$ cat src/shared/pfs_pkg.sv
package pfs_pkg;
  // ----------------------------------------
  // timing
  // ----------------------------------------
  localparam int CLK_MHZ = 250;
  localparam int OC_PERSIST_US = 1000;
  localparam longint SLOW_PERSIST_S = 15;
  localparam int RESP_DELAY_US = 2000;
  localparam int SELFTEST_US = 100;
  localparam int BLINK_US = 250000;
  localparam int OC_PERSIST_CYC = OC_PERSIST_US * CLK_MHZ;
  localparam longint SLOW_PERSIST_CYC = SLOW_PERSIST_S * 64'd1000000 * CLK_MHZ;
  localparam int RESP_DELAY_CYC = RESP_DELAY_US * CLK_MHZ;
  localparam int SELFTEST_CYC = SELFTEST_US * CLK_MHZ;
  localparam int BLINK_CYC = BLINK_US * CLK_MHZ;
  // ----------------------------------------
  // selector codes and fields
  // ----------------------------------------
  localparam logic [2:0] SEL_CTRL = 3'h0;
  localparam logic [2:0] SEL_BATT = 3'h2;
  localparam logic [2:0] SEL_FAULT = 3'h3;
  localparam logic [2:0] SEL_REV = 3'h4;
  localparam int CTL_JUMPER = 4;
  localparam int CTL_PFMASK = 3;
  localparam int CTL_INT = 2;
  localparam int CTL_BATT_OFF = 1;
  localparam int CTL_ADDR_HI = 7;
  localparam int CTL_ADDR_LO = 6;
  localparam int BW_PARTIAL = 3;
  localparam int BW_FULL = 2;
  localparam int BW_ON = 1;
  localparam int BW_RECHARGE = 0;
  localparam logic [15:0] DEVICE_CODE = 16'h0004;
  localparam logic [7:0] FW_REVISION = 8'h00;
  // ----------------------------------------
  // fault inputs and codes
  // ----------------------------------------
  localparam int NF = 6;
  localparam int F_OV = 0;
  localparam int F_OC = 1;
  localparam int F_TEMP = 2;
  localparam int F_FAN = 3;
  localparam int F_UNREG = 4;
  localparam int F_BATT = 5;
  localparam logic [6:0] CODE_NONE = 7'h00;
  localparam logic [6:0] CODE_OV = 7'h05;
  localparam logic [6:0] CODE_OC = 7'h06;
  localparam logic [6:0] CODE_TEMP = 7'h19;
  localparam logic [6:0] CODE_FAN = 7'h02;
  localparam logic [6:0] CODE_UNREG = 7'h09;
  localparam logic [6:0] CODE_BATT = 7'h0b;
  localparam logic [6:0] CODE_ROM = 7'h07;
  localparam logic [6:0] CODE_LAMP = 7'h7f;
  localparam logic [2:0] LAMPS_ALL = 3'h7;
  // pin vector: faults, then switch, jumper, partial, full, charging, rom bad
  localparam int P_SW = 6;
  localparam int P_JMP = 7;
  localparam int P_PARTIAL = 8;
  localparam int P_FULL = 9;
  localparam int P_RECHARGE = 10;
  localparam int P_ROM = 11;
  localparam int NP = 12;
  typedef enum logic [4:0] {
    PWR_OFF = 5'b00001,
    PWR_TEST = 5'b00010,
    PWR_ON = 5'b00100,
    PWR_BATT = 5'b01000,
    PWR_DOWN = 5'b10000
  } pfs_pwr_t;
endpackage

$ cat src/rtl/pfs_top.sv
`timescale 1ns/1ps
module pfs_top #(
  parameter int OC_PERSIST = pfs_pkg::OC_PERSIST_CYC,
  parameter longint SLOW_PERSIST = pfs_pkg::SLOW_PERSIST_CYC,
  parameter int RESP_DELAY = pfs_pkg::RESP_DELAY_CYC,
  parameter int SELFTEST = pfs_pkg::SELFTEST_CYC,
  parameter int BLINK = pfs_pkg::BLINK_CYC
) (
  // clock and reset
  input wire logic clk,
  input wire logic rstn,
  // programmed i/o commands, same clock
  input wire logic status_request_cmd,
  input wire logic status_read_cmd,
  input wire logic control_write_cmd,
  input wire logic clear_flag_cmd,
  input wire logic io_reset_cmd,
  input wire logic interrupt_acknowledge_cmd,
  input wire logic [15:0] acc_in,
  output logic [15:0] acc_out,
  output logic busy,
  output logic done,
  output logic irq,
  // asynchronous sensor pins
  input wire logic [5:0] fault_pins,
  input wire logic power_switch,
  input wire logic margin_jumper_flag,
  input wire logic partial_backup_present,
  input wire logic full_backup_present,
  input wire logic recharging_flag,
  input wire logic rom_checksum_bad,
  // power controls and display
  output logic power_enable,
  output logic on_battery_flag,
  output logic powerfail_nmi,
  output logic powerfail_flag,
  output logic [2:0] lamps
);
  // ----------------------------------------
  // pin synchronisers
  // ----------------------------------------
  logic [pfs_pkg::NP-1:0] pin_raw;
  logic [pfs_pkg::NP-1:0] s1_q;
  logic [pfs_pkg::NP-1:0] s2_q;
  logic [pfs_pkg::NP-1:0] s3_q;
  logic [pfs_pkg::NP-1:0] lvl_q;
  logic monitoring;
  logic [pfs_pkg::NF-1:0] hit;
  assign pin_raw = {rom_checksum_bad, recharging_flag, full_backup_present,
                    partial_backup_present, margin_jumper_flag, power_switch, fault_pins};

  genvar g;
  generate
    for (g = 0; g < pfs_pkg::NP; g++) begin : g_sync
      always_ff @(posedge clk or negedge rstn) begin
        if (!rstn) begin
          s1_q[g] <= 1'b0;
          s2_q[g] <= 1'b0;
          s3_q[g] <= 1'b0;
          lvl_q[g] <= 1'b0;
        end else begin
          s1_q[g] <= pin_raw[g];
          s2_q[g] <= s1_q[g];
          s3_q[g] <= s2_q[g];
          if (s2_q[g] == s3_q[g]) begin
            lvl_q[g] <= s3_q[g];
          end
        end
      end
    end
    // ----------------------------------------
    // fault persistence, one timer per input
    // ----------------------------------------
    for (g = 0; g < pfs_pkg::NF; g++) begin : g_persist
      localparam logic [33:0] LIM = (g == pfs_pkg::F_OC) ? 34'(OC_PERSIST) :
                                    (g == pfs_pkg::F_TEMP || g == pfs_pkg::F_FAN) ?
                                    34'(SLOW_PERSIST) : 34'h0_0001;
      logic [33:0] cnt_q;
      logic fired_q;
      assign hit[g] = lvl_q[g] && monitoring && !fired_q && (cnt_q == LIM - 34'h0_0001);
      always_ff @(posedge clk or negedge rstn) begin
        if (!rstn) begin
          cnt_q <= '0;
          fired_q <= 1'b0;
        end else if (!lvl_q[g] || !monitoring) begin
          cnt_q <= '0;
          fired_q <= 1'b0;
        end else if (hit[g]) begin
          fired_q <= 1'b1;
        end else if (!fired_q) begin
          cnt_q <= cnt_q + 34'h0_0001;
        end
      end
    end
  endgenerate

  // ----------------------------------------
  // fault event selection
  // ----------------------------------------
  logic fault_evt;
  logic [2:0] fault_idx;
  logic [6:0] fault_code;
  always_comb begin
    fault_evt = 1'b0;
    fault_idx = 3'h0;
    for (int i = pfs_pkg::NF - 1; i >= 0; i--) begin
      if (hit[i]) begin
        fault_evt = 1'b1;
        fault_idx = 3'(i);
      end
    end
  end
  // class in low bits of each code
  always_comb begin
    unique case (fault_idx)
      3'h0: fault_code = pfs_pkg::CODE_OV;
      3'h1: fault_code = pfs_pkg::CODE_OC;
      3'h2: fault_code = pfs_pkg::CODE_TEMP;
      3'h3: fault_code = pfs_pkg::CODE_FAN;
      3'h4: fault_code = pfs_pkg::CODE_UNREG;
      default: fault_code = pfs_pkg::CODE_BATT;
    endcase
  end

  // ----------------------------------------
  // control register
  // ----------------------------------------
  logic pfmask_q;
  logic int_en_q;
  logic batt_off_q;
  always_ff @(posedge clk or negedge rstn) begin
    if (!rstn) begin
      pfmask_q <= 1'b0;
      int_en_q <= 1'b0;
      batt_off_q <= 1'b0;
    end else if (io_reset_cmd) begin
      int_en_q <= 1'b0;
    end else if (control_write_cmd && !acc_in[pfs_pkg::CTL_ADDR_HI]
                 && !acc_in[pfs_pkg::CTL_ADDR_LO]) begin
      pfmask_q <= acc_in[pfs_pkg::CTL_PFMASK];
      int_en_q <= acc_in[pfs_pkg::CTL_INT];
      batt_off_q <= acc_in[pfs_pkg::CTL_BATT_OFF];
    end
  end

  // ----------------------------------------
  // power sequencing
  // ----------------------------------------
  pfs_pkg::pfs_pwr_t pwr_q;
  logic [31:0] test_cnt_q;
  logic [6:0] code_q;
  logic backup_ok;
  assign monitoring = (pwr_q == pfs_pkg::PWR_ON) || (pwr_q == pfs_pkg::PWR_BATT);
  assign backup_ok = (lvl_q[pfs_pkg::P_PARTIAL] || lvl_q[pfs_pkg::P_FULL]) && !batt_off_q;

  always_ff @(posedge clk or negedge rstn) begin
    if (!rstn) begin
      pwr_q <= pfs_pkg::PWR_OFF;
      test_cnt_q <= '0;
      powerfail_nmi <= 1'b0;
    end else begin
      powerfail_nmi <= 1'b0;
      if (!lvl_q[pfs_pkg::P_SW]) begin
        pwr_q <= pfs_pkg::PWR_OFF;
      end else begin
        unique case (pwr_q)
          pfs_pkg::PWR_OFF: begin
            pwr_q <= pfs_pkg::PWR_TEST;
            test_cnt_q <= '0;
          end
          pfs_pkg::PWR_TEST: begin
            if (test_cnt_q == 32'(SELFTEST - 1)) begin
              pwr_q <= lvl_q[pfs_pkg::P_ROM] ? pfs_pkg::PWR_DOWN : pfs_pkg::PWR_ON;
            end else begin
              test_cnt_q <= test_cnt_q + 32'h0000_0001;
            end
          end
          pfs_pkg::PWR_ON, pfs_pkg::PWR_BATT: begin
            if (fault_evt) begin
              unique case (fault_idx)
                3'h5: pwr_q <= pwr_q;
                // switch to battery or drop power
                3'h4: begin
                  if (backup_ok) begin
                    pwr_q <= pfs_pkg::PWR_BATT;
                  end else begin
                    pwr_q <= pfs_pkg::PWR_DOWN;
                    powerfail_nmi <= !pfmask_q;
                  end
                end
                default: pwr_q <= pfs_pkg::PWR_DOWN;
              endcase
            end else if (pwr_q == pfs_pkg::PWR_BATT && !lvl_q[pfs_pkg::F_UNREG]) begin
              pwr_q <= pfs_pkg::PWR_ON;
            end
          end
          pfs_pkg::PWR_DOWN: pwr_q <= pfs_pkg::PWR_DOWN;
          default: pwr_q <= pfs_pkg::PWR_OFF;
        endcase
      end
    end
  end

  always_ff @(posedge clk or negedge rstn) begin
    if (!rstn) begin
      power_enable <= 1'b0;
      on_battery_flag <= 1'b0;
      powerfail_flag <= 1'b0;
    end else begin
      power_enable <= monitoring;
      on_battery_flag <= (pwr_q == pfs_pkg::PWR_BATT);
      // alternate mode hides powerfail from skips
      powerfail_flag <= lvl_q[pfs_pkg::F_UNREG] && !pfmask_q && (pwr_q != pfs_pkg::PWR_BATT);
    end
  end

  // ----------------------------------------
  // latched fault code
  // ----------------------------------------
  always_ff @(posedge clk or negedge rstn) begin
    if (!rstn) begin
      code_q <= pfs_pkg::CODE_NONE;
    end else if (pwr_q == pfs_pkg::PWR_OFF && lvl_q[pfs_pkg::P_SW]) begin
      code_q <= pfs_pkg::CODE_LAMP;
    end else if (pwr_q == pfs_pkg::PWR_TEST && test_cnt_q == 32'(SELFTEST - 1)) begin
      code_q <= lvl_q[pfs_pkg::P_ROM] ? pfs_pkg::CODE_ROM : pfs_pkg::CODE_NONE;
    end else if (fault_evt) begin
      code_q <= fault_code;
    end
  end

  // ----------------------------------------
  // lamps, slow blink of the fault class
  // ----------------------------------------
  logic [31:0] blink_cnt_q;
  logic blink_q;
  always_ff @(posedge clk or negedge rstn) begin
    if (!rstn) begin
      blink_cnt_q <= '0;
      blink_q <= 1'b0;
      lamps <= 3'h0;
    end else begin
      if (blink_cnt_q == 32'(BLINK - 1)) begin
        blink_cnt_q <= '0;
        blink_q <= !blink_q;
      end else begin
        blink_cnt_q <= blink_cnt_q + 32'h0000_0001;
      end
      if (pwr_q == pfs_pkg::PWR_TEST) begin
        lamps <= pfs_pkg::LAMPS_ALL;
      end else begin
        lamps <= blink_q ? code_q[2:0] : 3'h0;
      end
    end
  end

  // ----------------------------------------
  // command handshake and selector
  // ----------------------------------------
  logic [2:0] sel_q;
  logic [31:0] resp_cnt_q;
  logic finish;
  assign finish = busy && (resp_cnt_q == 32'(RESP_DELAY - 1));

  always_ff @(posedge clk or negedge rstn) begin
    if (!rstn) begin
      sel_q <= pfs_pkg::SEL_CTRL;
    end else if (io_reset_cmd) begin
      sel_q <= pfs_pkg::SEL_CTRL;
    end else if (status_request_cmd) begin
      sel_q <= acc_in[2:0];
    end else if (fault_evt && int_en_q) begin
      sel_q <= pfs_pkg::SEL_FAULT;
    end
  end

  always_ff @(posedge clk or negedge rstn) begin
    if (!rstn) begin
      resp_cnt_q <= '0;
    end else if (status_request_cmd || control_write_cmd || !busy) begin
      resp_cnt_q <= '0;
    end else begin
      resp_cnt_q <= resp_cnt_q + 32'h0000_0001;
    end
  end

  // completion wins over a clear in the same cycle
  always_ff @(posedge clk or negedge rstn) begin
    if (!rstn) begin
      busy <= 1'b0;
      done <= 1'b0;
    end else if (io_reset_cmd) begin
      busy <= 1'b0;
      done <= 1'b0;
    end else begin
      if (clear_flag_cmd) begin
        busy <= 1'b0;
        done <= 1'b0;
      end
      if (status_request_cmd || control_write_cmd) begin
        busy <= 1'b1;
        done <= 1'b0;
      end else if (finish) begin
        busy <= 1'b0;
        done <= 1'b1;
      end
      // fault raises done for the interrupt
      if (fault_evt && int_en_q) begin
        done <= 1'b1;
      end
    end
  end

  always_ff @(posedge clk or negedge rstn) begin
    if (!rstn) begin
      irq <= 1'b0;
    end else begin
      irq <= done && int_en_q && !io_reset_cmd && !clear_flag_cmd;
    end
  end

  // ----------------------------------------
  // read data
  // ----------------------------------------
  always_ff @(posedge clk or negedge rstn) begin
    if (!rstn) begin
      acc_out <= 16'h0000;
    end else if (interrupt_acknowledge_cmd && irq) begin
      acc_out <= pfs_pkg::DEVICE_CODE;
    end else if (status_read_cmd) begin
      acc_out <= 16'h0000;
      unique case (sel_q)
        pfs_pkg::SEL_CTRL: begin
          acc_out[pfs_pkg::CTL_JUMPER] <= lvl_q[pfs_pkg::P_JMP];
          acc_out[pfs_pkg::CTL_PFMASK] <= pfmask_q;
          acc_out[pfs_pkg::CTL_INT] <= int_en_q;
          acc_out[pfs_pkg::CTL_BATT_OFF] <= batt_off_q;
        end
        pfs_pkg::SEL_BATT: begin
          acc_out[pfs_pkg::BW_PARTIAL] <= lvl_q[pfs_pkg::P_PARTIAL];
          acc_out[pfs_pkg::BW_FULL] <= lvl_q[pfs_pkg::P_FULL];
          acc_out[pfs_pkg::BW_ON] <= (pwr_q == pfs_pkg::PWR_BATT);
          acc_out[pfs_pkg::BW_RECHARGE] <= lvl_q[pfs_pkg::P_RECHARGE];
        end
        pfs_pkg::SEL_FAULT: acc_out[6:0] <= code_q;
        pfs_pkg::SEL_REV: acc_out[7:0] <= pfs_pkg::FW_REVISION;
        default: acc_out <= 16'h0000;
      endcase
    end
  end
endmodule

$ cat config.mk
export PLATFORM = sky130hd
export DESIGN_NAME = pfs_top
export DESIGN_NICKNAME = d
export VERILOG_FILES = /design/src/shared/pfs_pkg.sv /design/src/rtl/pfs_top.sv
export SDC_FILE = /design/constraint.sdc
export NUM_CORES = 1
export LEC_CHECK = 0
export BUFFER_PORTS_ARGS = -buffer_cell sky130_fd_sc_hd__buf_2
export CORE_UTILIZATION = 50
export DETAILED_ROUTE_END_ITERATION = 7
export PLACE_DENSITY = 0.66
export SLEW_MARGIN = 20
export SYNTH_ARGS = -nofsm -noshare
export SYNTH_HDL_FRONTEND = slang
export SYNTH_SLANG_ARGS = --single-unit
$ cat constraint.sdc
create_clock -name clk -period 5.58 [get_ports clk]
set_input_delay 1.395 -clock clk [delete_from_list [all_inputs] [get_ports clk]]
set_output_delay 1.395 -clock clk [all_outputs]
set_load 0.01 [all_outputs]
-- Word level (Yosys, flattened, before mapping)
Cells that the tools add are included.
- register bits after elaboration: 399
- bits in latches: 0
- memory bits (writable): 0
- ROM bits: 0
- output and inout port bits: 26
- memories: 0
- add/subtract/negate cells: 9
- $mul: 0
- divide/modulo/power cells: 0
- magnitude comparators: 0
- eq/ne operators: 47
- shifts and indexed selects: 0
- muxes and demuxes: 85
- bitwise logic cells: 1
- reduce and logical (&&, ||, !) cells: 91
- operators with widths (operator ; count):
    $mux 34 ; 18
    $add 34x1->34 const B ; 6
    $logic_not 34->1 ; 3
    $add 32x1->32 const B ; 3
    $mux 32 ; 3
    $eq 34x32->1 const B ; 2
    $pmux 32 s2 ; 1
    $mux 3 ; 12
    $eq 34x18->1 const B ; 1
    $mux 1 ; 33
    $eq 32x15->1 const B ; 1
    $eq 32x19->1 const B ; 1
    $eq 32x26->1 const B ; 1
    $logic_and 1x1->1 ; 32
    $mux 16 ; 2
    $mux 5 ; 6
    $pmux 5 s5 ; 1
    $ne 2x1->1 const B ; 12
    $logic_not 1->1 ; 21
    $mux 7 ; 3
    $pmux 5 s4 ; 1
    $reduce_bool 2->1 ; 9
    $reduce_and 2->1 ; 7
    $eq 1x1->1 ; 12
    other kinds (24) ; 42

-- Logic depth before layout (Yosys ltp)
- word-level depth: 16
- mapped depth: 10
- mapped depth without buffers: 8

-- Least setup slack after synthesis
No wires, ideal clock.
- path kind: register -> register
- start: register g_persist[2].cnt_q[15]
- end: register code_q[0]
- library setup time: 128 ps
- arrival time: 2251 ps
- data required time: 5452 ps
- path slack: 3202 ps
- stages on the path, launching flop included: 7
- path buffers: 1
- path through: dfrtp_1 or4b_1 or4_4 nor4_4 a2111oi_2 buf_6 mux2_1
- word-level cells in the longest chain between the ends: 10
- elaborated cells between the ends (all ways): 18
- ends and longest elaborated chain (what ; line ; RTL):
    from (decl) ; pfs_top.sv:78 ; logic [33:0] cnt_q;
    from (signal assigned) ; pfs_top.sv:91 ; cnt_q <= cnt_q + 34'h0_0001;
    $eq 34x32->1 * ; pfs_top.sv:80 ; assign hit[g] = lvl_q[g] && monitoring && !fired_q && (cnt_q == LIM - 34'h0_0001);
    $logic_and 1x1->1 * ; pfs_top.sv:80 ;
    $mux 3 (3 in a row) ; pfs_top.sv:107 ; if (hit[i]) begin
    $eq 3x3->1, or another cell as far along ; pfs_top.sv:115 ; unique case (fault_idx)
    $pmux 5 s5 ; pfs_top.sv:115 ;
    $mux 7 ; pfs_top.sv:227 ; end else if (fault_evt) begin
    $mux 7 ; pfs_top.sv:225 ; end else if (pwr_q == pfs_pkg::PWR_TEST && test_cnt_q == 32'(SELFTEST - 1)) begin
    $mux 7 ; pfs_top.sv:223 ; end else if (pwr_q == pfs_pkg::PWR_OFF && lvl_q[pfs_pkg::P_SW]) begin
    to (signal assigned) ; pfs_top.sv:224 ; code_q <= pfs_pkg::CODE_LAMP;
    to (signal assigned) ; pfs_top.sv:226 ; code_q <= lvl_q[pfs_pkg::P_ROM] ? pfs_pkg::CODE_ROM : pfs_pkg::CODE_NONE;
    to (signal assigned) ; pfs_top.sv:228 ; code_q <= fault_code;
    to (decl) ; pfs_top.sv:151 ; logic [6:0] code_q;
Every way passes the cells marked *; elsewhere a longest branch is shown, timed or not. The select of a mux whose other input is x is not followed.
A chain may end at the register's enable or synchronous reset.

-- Worst setup path in the final report
- start: register pwr_q[1]
- end: register sel_q[0]
- word-level cells in the longest chain between the ends: 13
- elaborated cells between the ends (all ways): 29
- ends and longest elaborated chain (what ; line ; RTL):
    from (decl) ; pfs_top.sv:149 ; pfs_pkg::pfs_pwr_t pwr_q;
    from (signal assigned) ; pfs_top.sv:158 ; pwr_q <= pfs_pkg::PWR_OFF;
    from (signal assigned) ; pfs_top.sv:164 ; pwr_q <= pfs_pkg::PWR_OFF;
    from (signal assigned) ; pfs_top.sv:168 ; pwr_q <= pfs_pkg::PWR_TEST;
    $eq 5x3->1 / $eq 5x4->1 (equally long branches) ; pfs_top.sv:153 ; assign monitoring = (pwr_q == pfs_pkg::PWR_ON) || (pwr_q == pfs_pkg::PWR_BATT);
    $logic_or 1x1->1 * ; pfs_top.sv:153 ;
    $logic_and 1x1->1 (3 in a row) ; pfs_top.sv:80 ;
    $mux 1 (5 in a row) ; pfs_top.sv:107 ;
    $mux 1 * ; pfs_top.sv:107 ;
    $logic_and 1x1->1 * ; pfs_top.sv:272 ; end else if (fault_evt && int_en_q) begin
    $reduce_bool 3->1 (no line) * ; n/a ;
    to (signal assigned) ; pfs_top.sv:269 ; sel_q <= pfs_pkg::SEL_CTRL;
    to (signal assigned) ; pfs_top.sv:271 ; sel_q <= acc_in[2:0];
    to (signal assigned) ; pfs_top.sv:273 ; sel_q <= pfs_pkg::SEL_FAULT;
    to (decl) ; pfs_top.sv:260 ; logic [2:0] sel_q;
Every way passes the cells marked *; elsewhere a longest branch is shown, timed or not.

==> qor.csv <==
stage,metric,value,unit
yosys,synth_top_family_by_area,simple AND/OR/NAND/NOR gates,
yosys,synth-compound-area-share,9.16,%
critical_path,path_cells,nor3_2 > nand3_2 > nor4_2 > a2111oi_2 > a21bo_1 > a221oi_1,
cells_and_area,multi_input_area,8950,um^2
critical_path,arrival,4.02,ns
route,drtIter0Drc,824,
cells_and_area,final_cell_mix,"dfrtp_1, nor2_1, nand2_1",
timing,period_minus_slack,3.57,ns
timing,max_freq,0.280,GHz
yosys,postSynthRegisterBits,388,
cells_and_area,layout-drive-gt1-share,8.46,%
critical_path,cp_max_fo,41,
yosys,async_reset_ff_share,100,%
yosys,synth_edf_count,0,
grt,grt.total_usage,21.1,%
critical_path,critPathLaunchType,register,
yosys,ys.warnings.count,0,
yosys,ys.flop_type,dfrtp_1,
cts,cts_tree,built,
min_path,hold_path.class,reg -> reg,
run_status,outcome,"finished, final reports clean",
route,routed_wl,39600,um
route,routed_via_density,5.71,
critical_path,critical_path.startpoint,pwr_q[1]$_DFFE_PN0P_,
floorplanning,dieWidth,198,um
critical_path,crit_required,6.03,ns
yosys,synth_cells,1957,
yosys,synth-xor-area-share,9.91,%
route,routedWlPerCell,15.7,um
floorplanning,die-area,39100,um^2
grt,grt_pass1_vias,14099,
timing,slew_headroom,30.3,%
place,port_buffers,42,
yosys,synthMuxAreaShare,0.562,%
timing,period_share,64.0,%
min_path,hp-start,s1_q[3]$_DFF_PN0_,
floorplanning,coreArea,37700,um^2
critical_path,endpoint_kind,register,
route,ant_nets,0,
yosys,syn_area_per_cell,9.79,um^2
cells_and_area,nNetsFinal,2028,
floorplanning,ios,62,
yosys,seq_area_frac_synth,50.7,%
cts,path_clk_slew,0.06,ns
cts,htree_levels,2,
yosys,synth-adder-area-share,1.41,%
place,dp_hpwl,25800,um
cts,cts_max_path_buffers,3,
cells_and_area,area_growth,11.3,%
cells_and_area,seq_area,9710,um^2
cts,cts.sinks,388,
place,place.gp.congestion,0.805,
critical_path,rrSetupSlack,2.01,ns
cts,cts_hold_buffers,0,
critical_path,cp_top_family,simple AND/OR/NAND/NOR gates,
timing,rsz0062_at_grt,no,
timing,setup_tns,0,ns
place,dp_slack,2.03,ns
cells_and_area,layout_commonest_cell,dfrtp_1,
cells_and_area,diodes,0,
flow_run,cap_viol_max_count,0,
route,dr.pass1.iters,5,
cells_and_area,n_fill_cell,3326,
timing,finalHoldViolCount,0,
grt,grt_pass1_wl,68700,um
pwr,ir_worst_vdd,0.205,mV
critical_path,crit_slowest_cell,nand3_2,
yosys,netlist_area,19200,um^2
timing,whs,0.349,ns
route,drc,0,
timing,setup_viol,0,
floorplanning,fp.dieH,198,um
cts,cts_root_buffer,clkbuf_16,
critical_path,r2r_start,pwr_q[1]$_DFFE_PN0P_,
cts,clk_latency,0.56,ns
timing,worst_pin_slew,1.04,ns
critical_path,path_buf_inv,0,
pwr,leakagePower,8.38,nW
floorplanning,initial_core_util,50.9,%
pwr,power_density,292,nW/um^2
timing,maxSlewViolCount,0,
cts,cts_resized,0,
timing,setup_ws,2.01,ns
cts,cts-buffers-inserted,43,
grt,antenna_found_initial,0,
yosys,synth.lib_cells_used.distinct,79,
route,vias,14404,
critical_path,slowest_delay,0.83,ns
grt,gr-total-overflow,0,
cts,cts_setup_buffers,0,
timing,worst_clock_skew,0.0180,ns
critical_path,criticalPathCategory,reg -> reg,
yosys,synth-simple-area-share,25.3,%
grt,grt_max_degree,120,
floorplanning,fp-row-count,71,
[synthesized netlist by cell type, drive strengths merged, types with 4 or more instances]
master | count | area, um^2
a22oi | 4 | 30.0
nor3 | 46 | 240
inv | 50 | 188
nand2b | 7 | 43.8
xor2 | 127 | 1120
or3 | 59 | 370
dfrtp | 387 | 9680
ha | 12 | 150
a2111oi | 5 | 68.8
and3 | 50 | 314
or4 | 21 | 166
nor2 | 266 | 998
o2111ai | 32 | 280
nand4 | 82 | 519
o211ai | 21 | 158
nand2 | 137 | 514
mux2 | 6 | 67.6
o31ai | 12 | 90.1
and2 | 13 | 81.3
or2 | 6 | 37.5
nand3 | 81 | 410
nor2b | 5 | 31.3
or4b | 5 | 50.1
and4 | 24 | 210
buf | 26 | 165
xnor2 | 89 | 780
mux2i | 4 | 40.0
clkbuf | 58 | 218
a31oi | 5 | 31.3
o21ai | 79 | 395
nor4 | 63 | 479
nand3b | 6 | 45.0
a21oi | 89 | 445
nor3b | 7 | 52.6
maj3 | 12 | 120
nor4b | 15 | 131
nand4b | 7 | 61.3
o31a | 5 | 45.0
a211oi | 7 | 52.6
[path summary, 6_finish.rpt]
path / to / cells after the start
hold / removal: s2_q[3]$_DFF_PN0_ / 0
min in group asynchronous: g_persist[3].cnt_q[20]$_DFFE_PN0P_ / 1
max in group asynchronous: resp_cnt_q[28]$_DFF_PN0_ / 2
setup reg to reg: sel_q[0]$_DFFE_PN0P_ / 6
setup / recovery: sel_q[0]$_DFFE_PN0P_ / 6
hold reg to reg: s2_q[3]$_DFF_PN0_ / 0
[final cells by class]
type | instances | share of cell area [%]
multi-input combinational | 1443 | 41.9
sequential | 388 | 45.5
timing repair buffer | 54 | 1.63
tap | 511 | 3.00
clock buffer | 64 | 6.18
clock inverter | 11 | 0.845
inverter | 50 | 0.880
[sequential cells by signal (all words and copies together), names as in the netlist, 3 cells and up]
register,flops
g_persist.fired_q,6
blink_cnt_q,32
s1_q,12
lvl_q,12
sel_q,3
pwr_q,5
lamps,3
s2_q,12
s3_q,12
acc_out,6
resp_cnt_q,32
code_q,6
g_persist.cnt_q,204
test_cnt_q,32
[cells by family (layout without fill, tap and decap cells)]
group / count (synthesis) / in the layout
AOI/OAI and AO/OA: 276 / 276
other: 1 / 9
xor gates and xnor gates: 216 / 216
DFF: 388 / 388
adders and majority gates: 24 / 24
muxes: 10 / 10
and+or+nand+nor: 908 / 908
buffers and inverters: 134 / 179
[per-layer routing]
layer  GRT usage, %  wire (um)
met1           29.2      18600
met2           34.6      18600
met3           3.00       1570
met4           6.00        772
met5              0          0
[metrics by stage]
| stage | cells | utilization [%] | total power [mW] | cell area (um^2) |
|---|---|---|---|---|
| 6_report | 2521 | 56.6 | 6.22 | 21300 |
| 5_1_grt | 2521 | 56.6 | 6.47 | 21300 |
| 4_1_cts | 2521 | 56.6 | 6.32 | 21300 |
| 3_5_place_dp | 2446 | 52.6 | 3.30 | 19800 |
| 3_3_place_gp | 2446 | 52.6 | 3.30 | 19800 |
| 2_1_floorplan | 1965 | - | 3.16 | 19200 |
[where the power goes]
part,internal (mW),switching (mW)
clock network,1.85,1.12
logic,0.0879,0.230
registers,2.88,0.0529
total,4.82,1.40
Power figures use the tool's default switching activity.
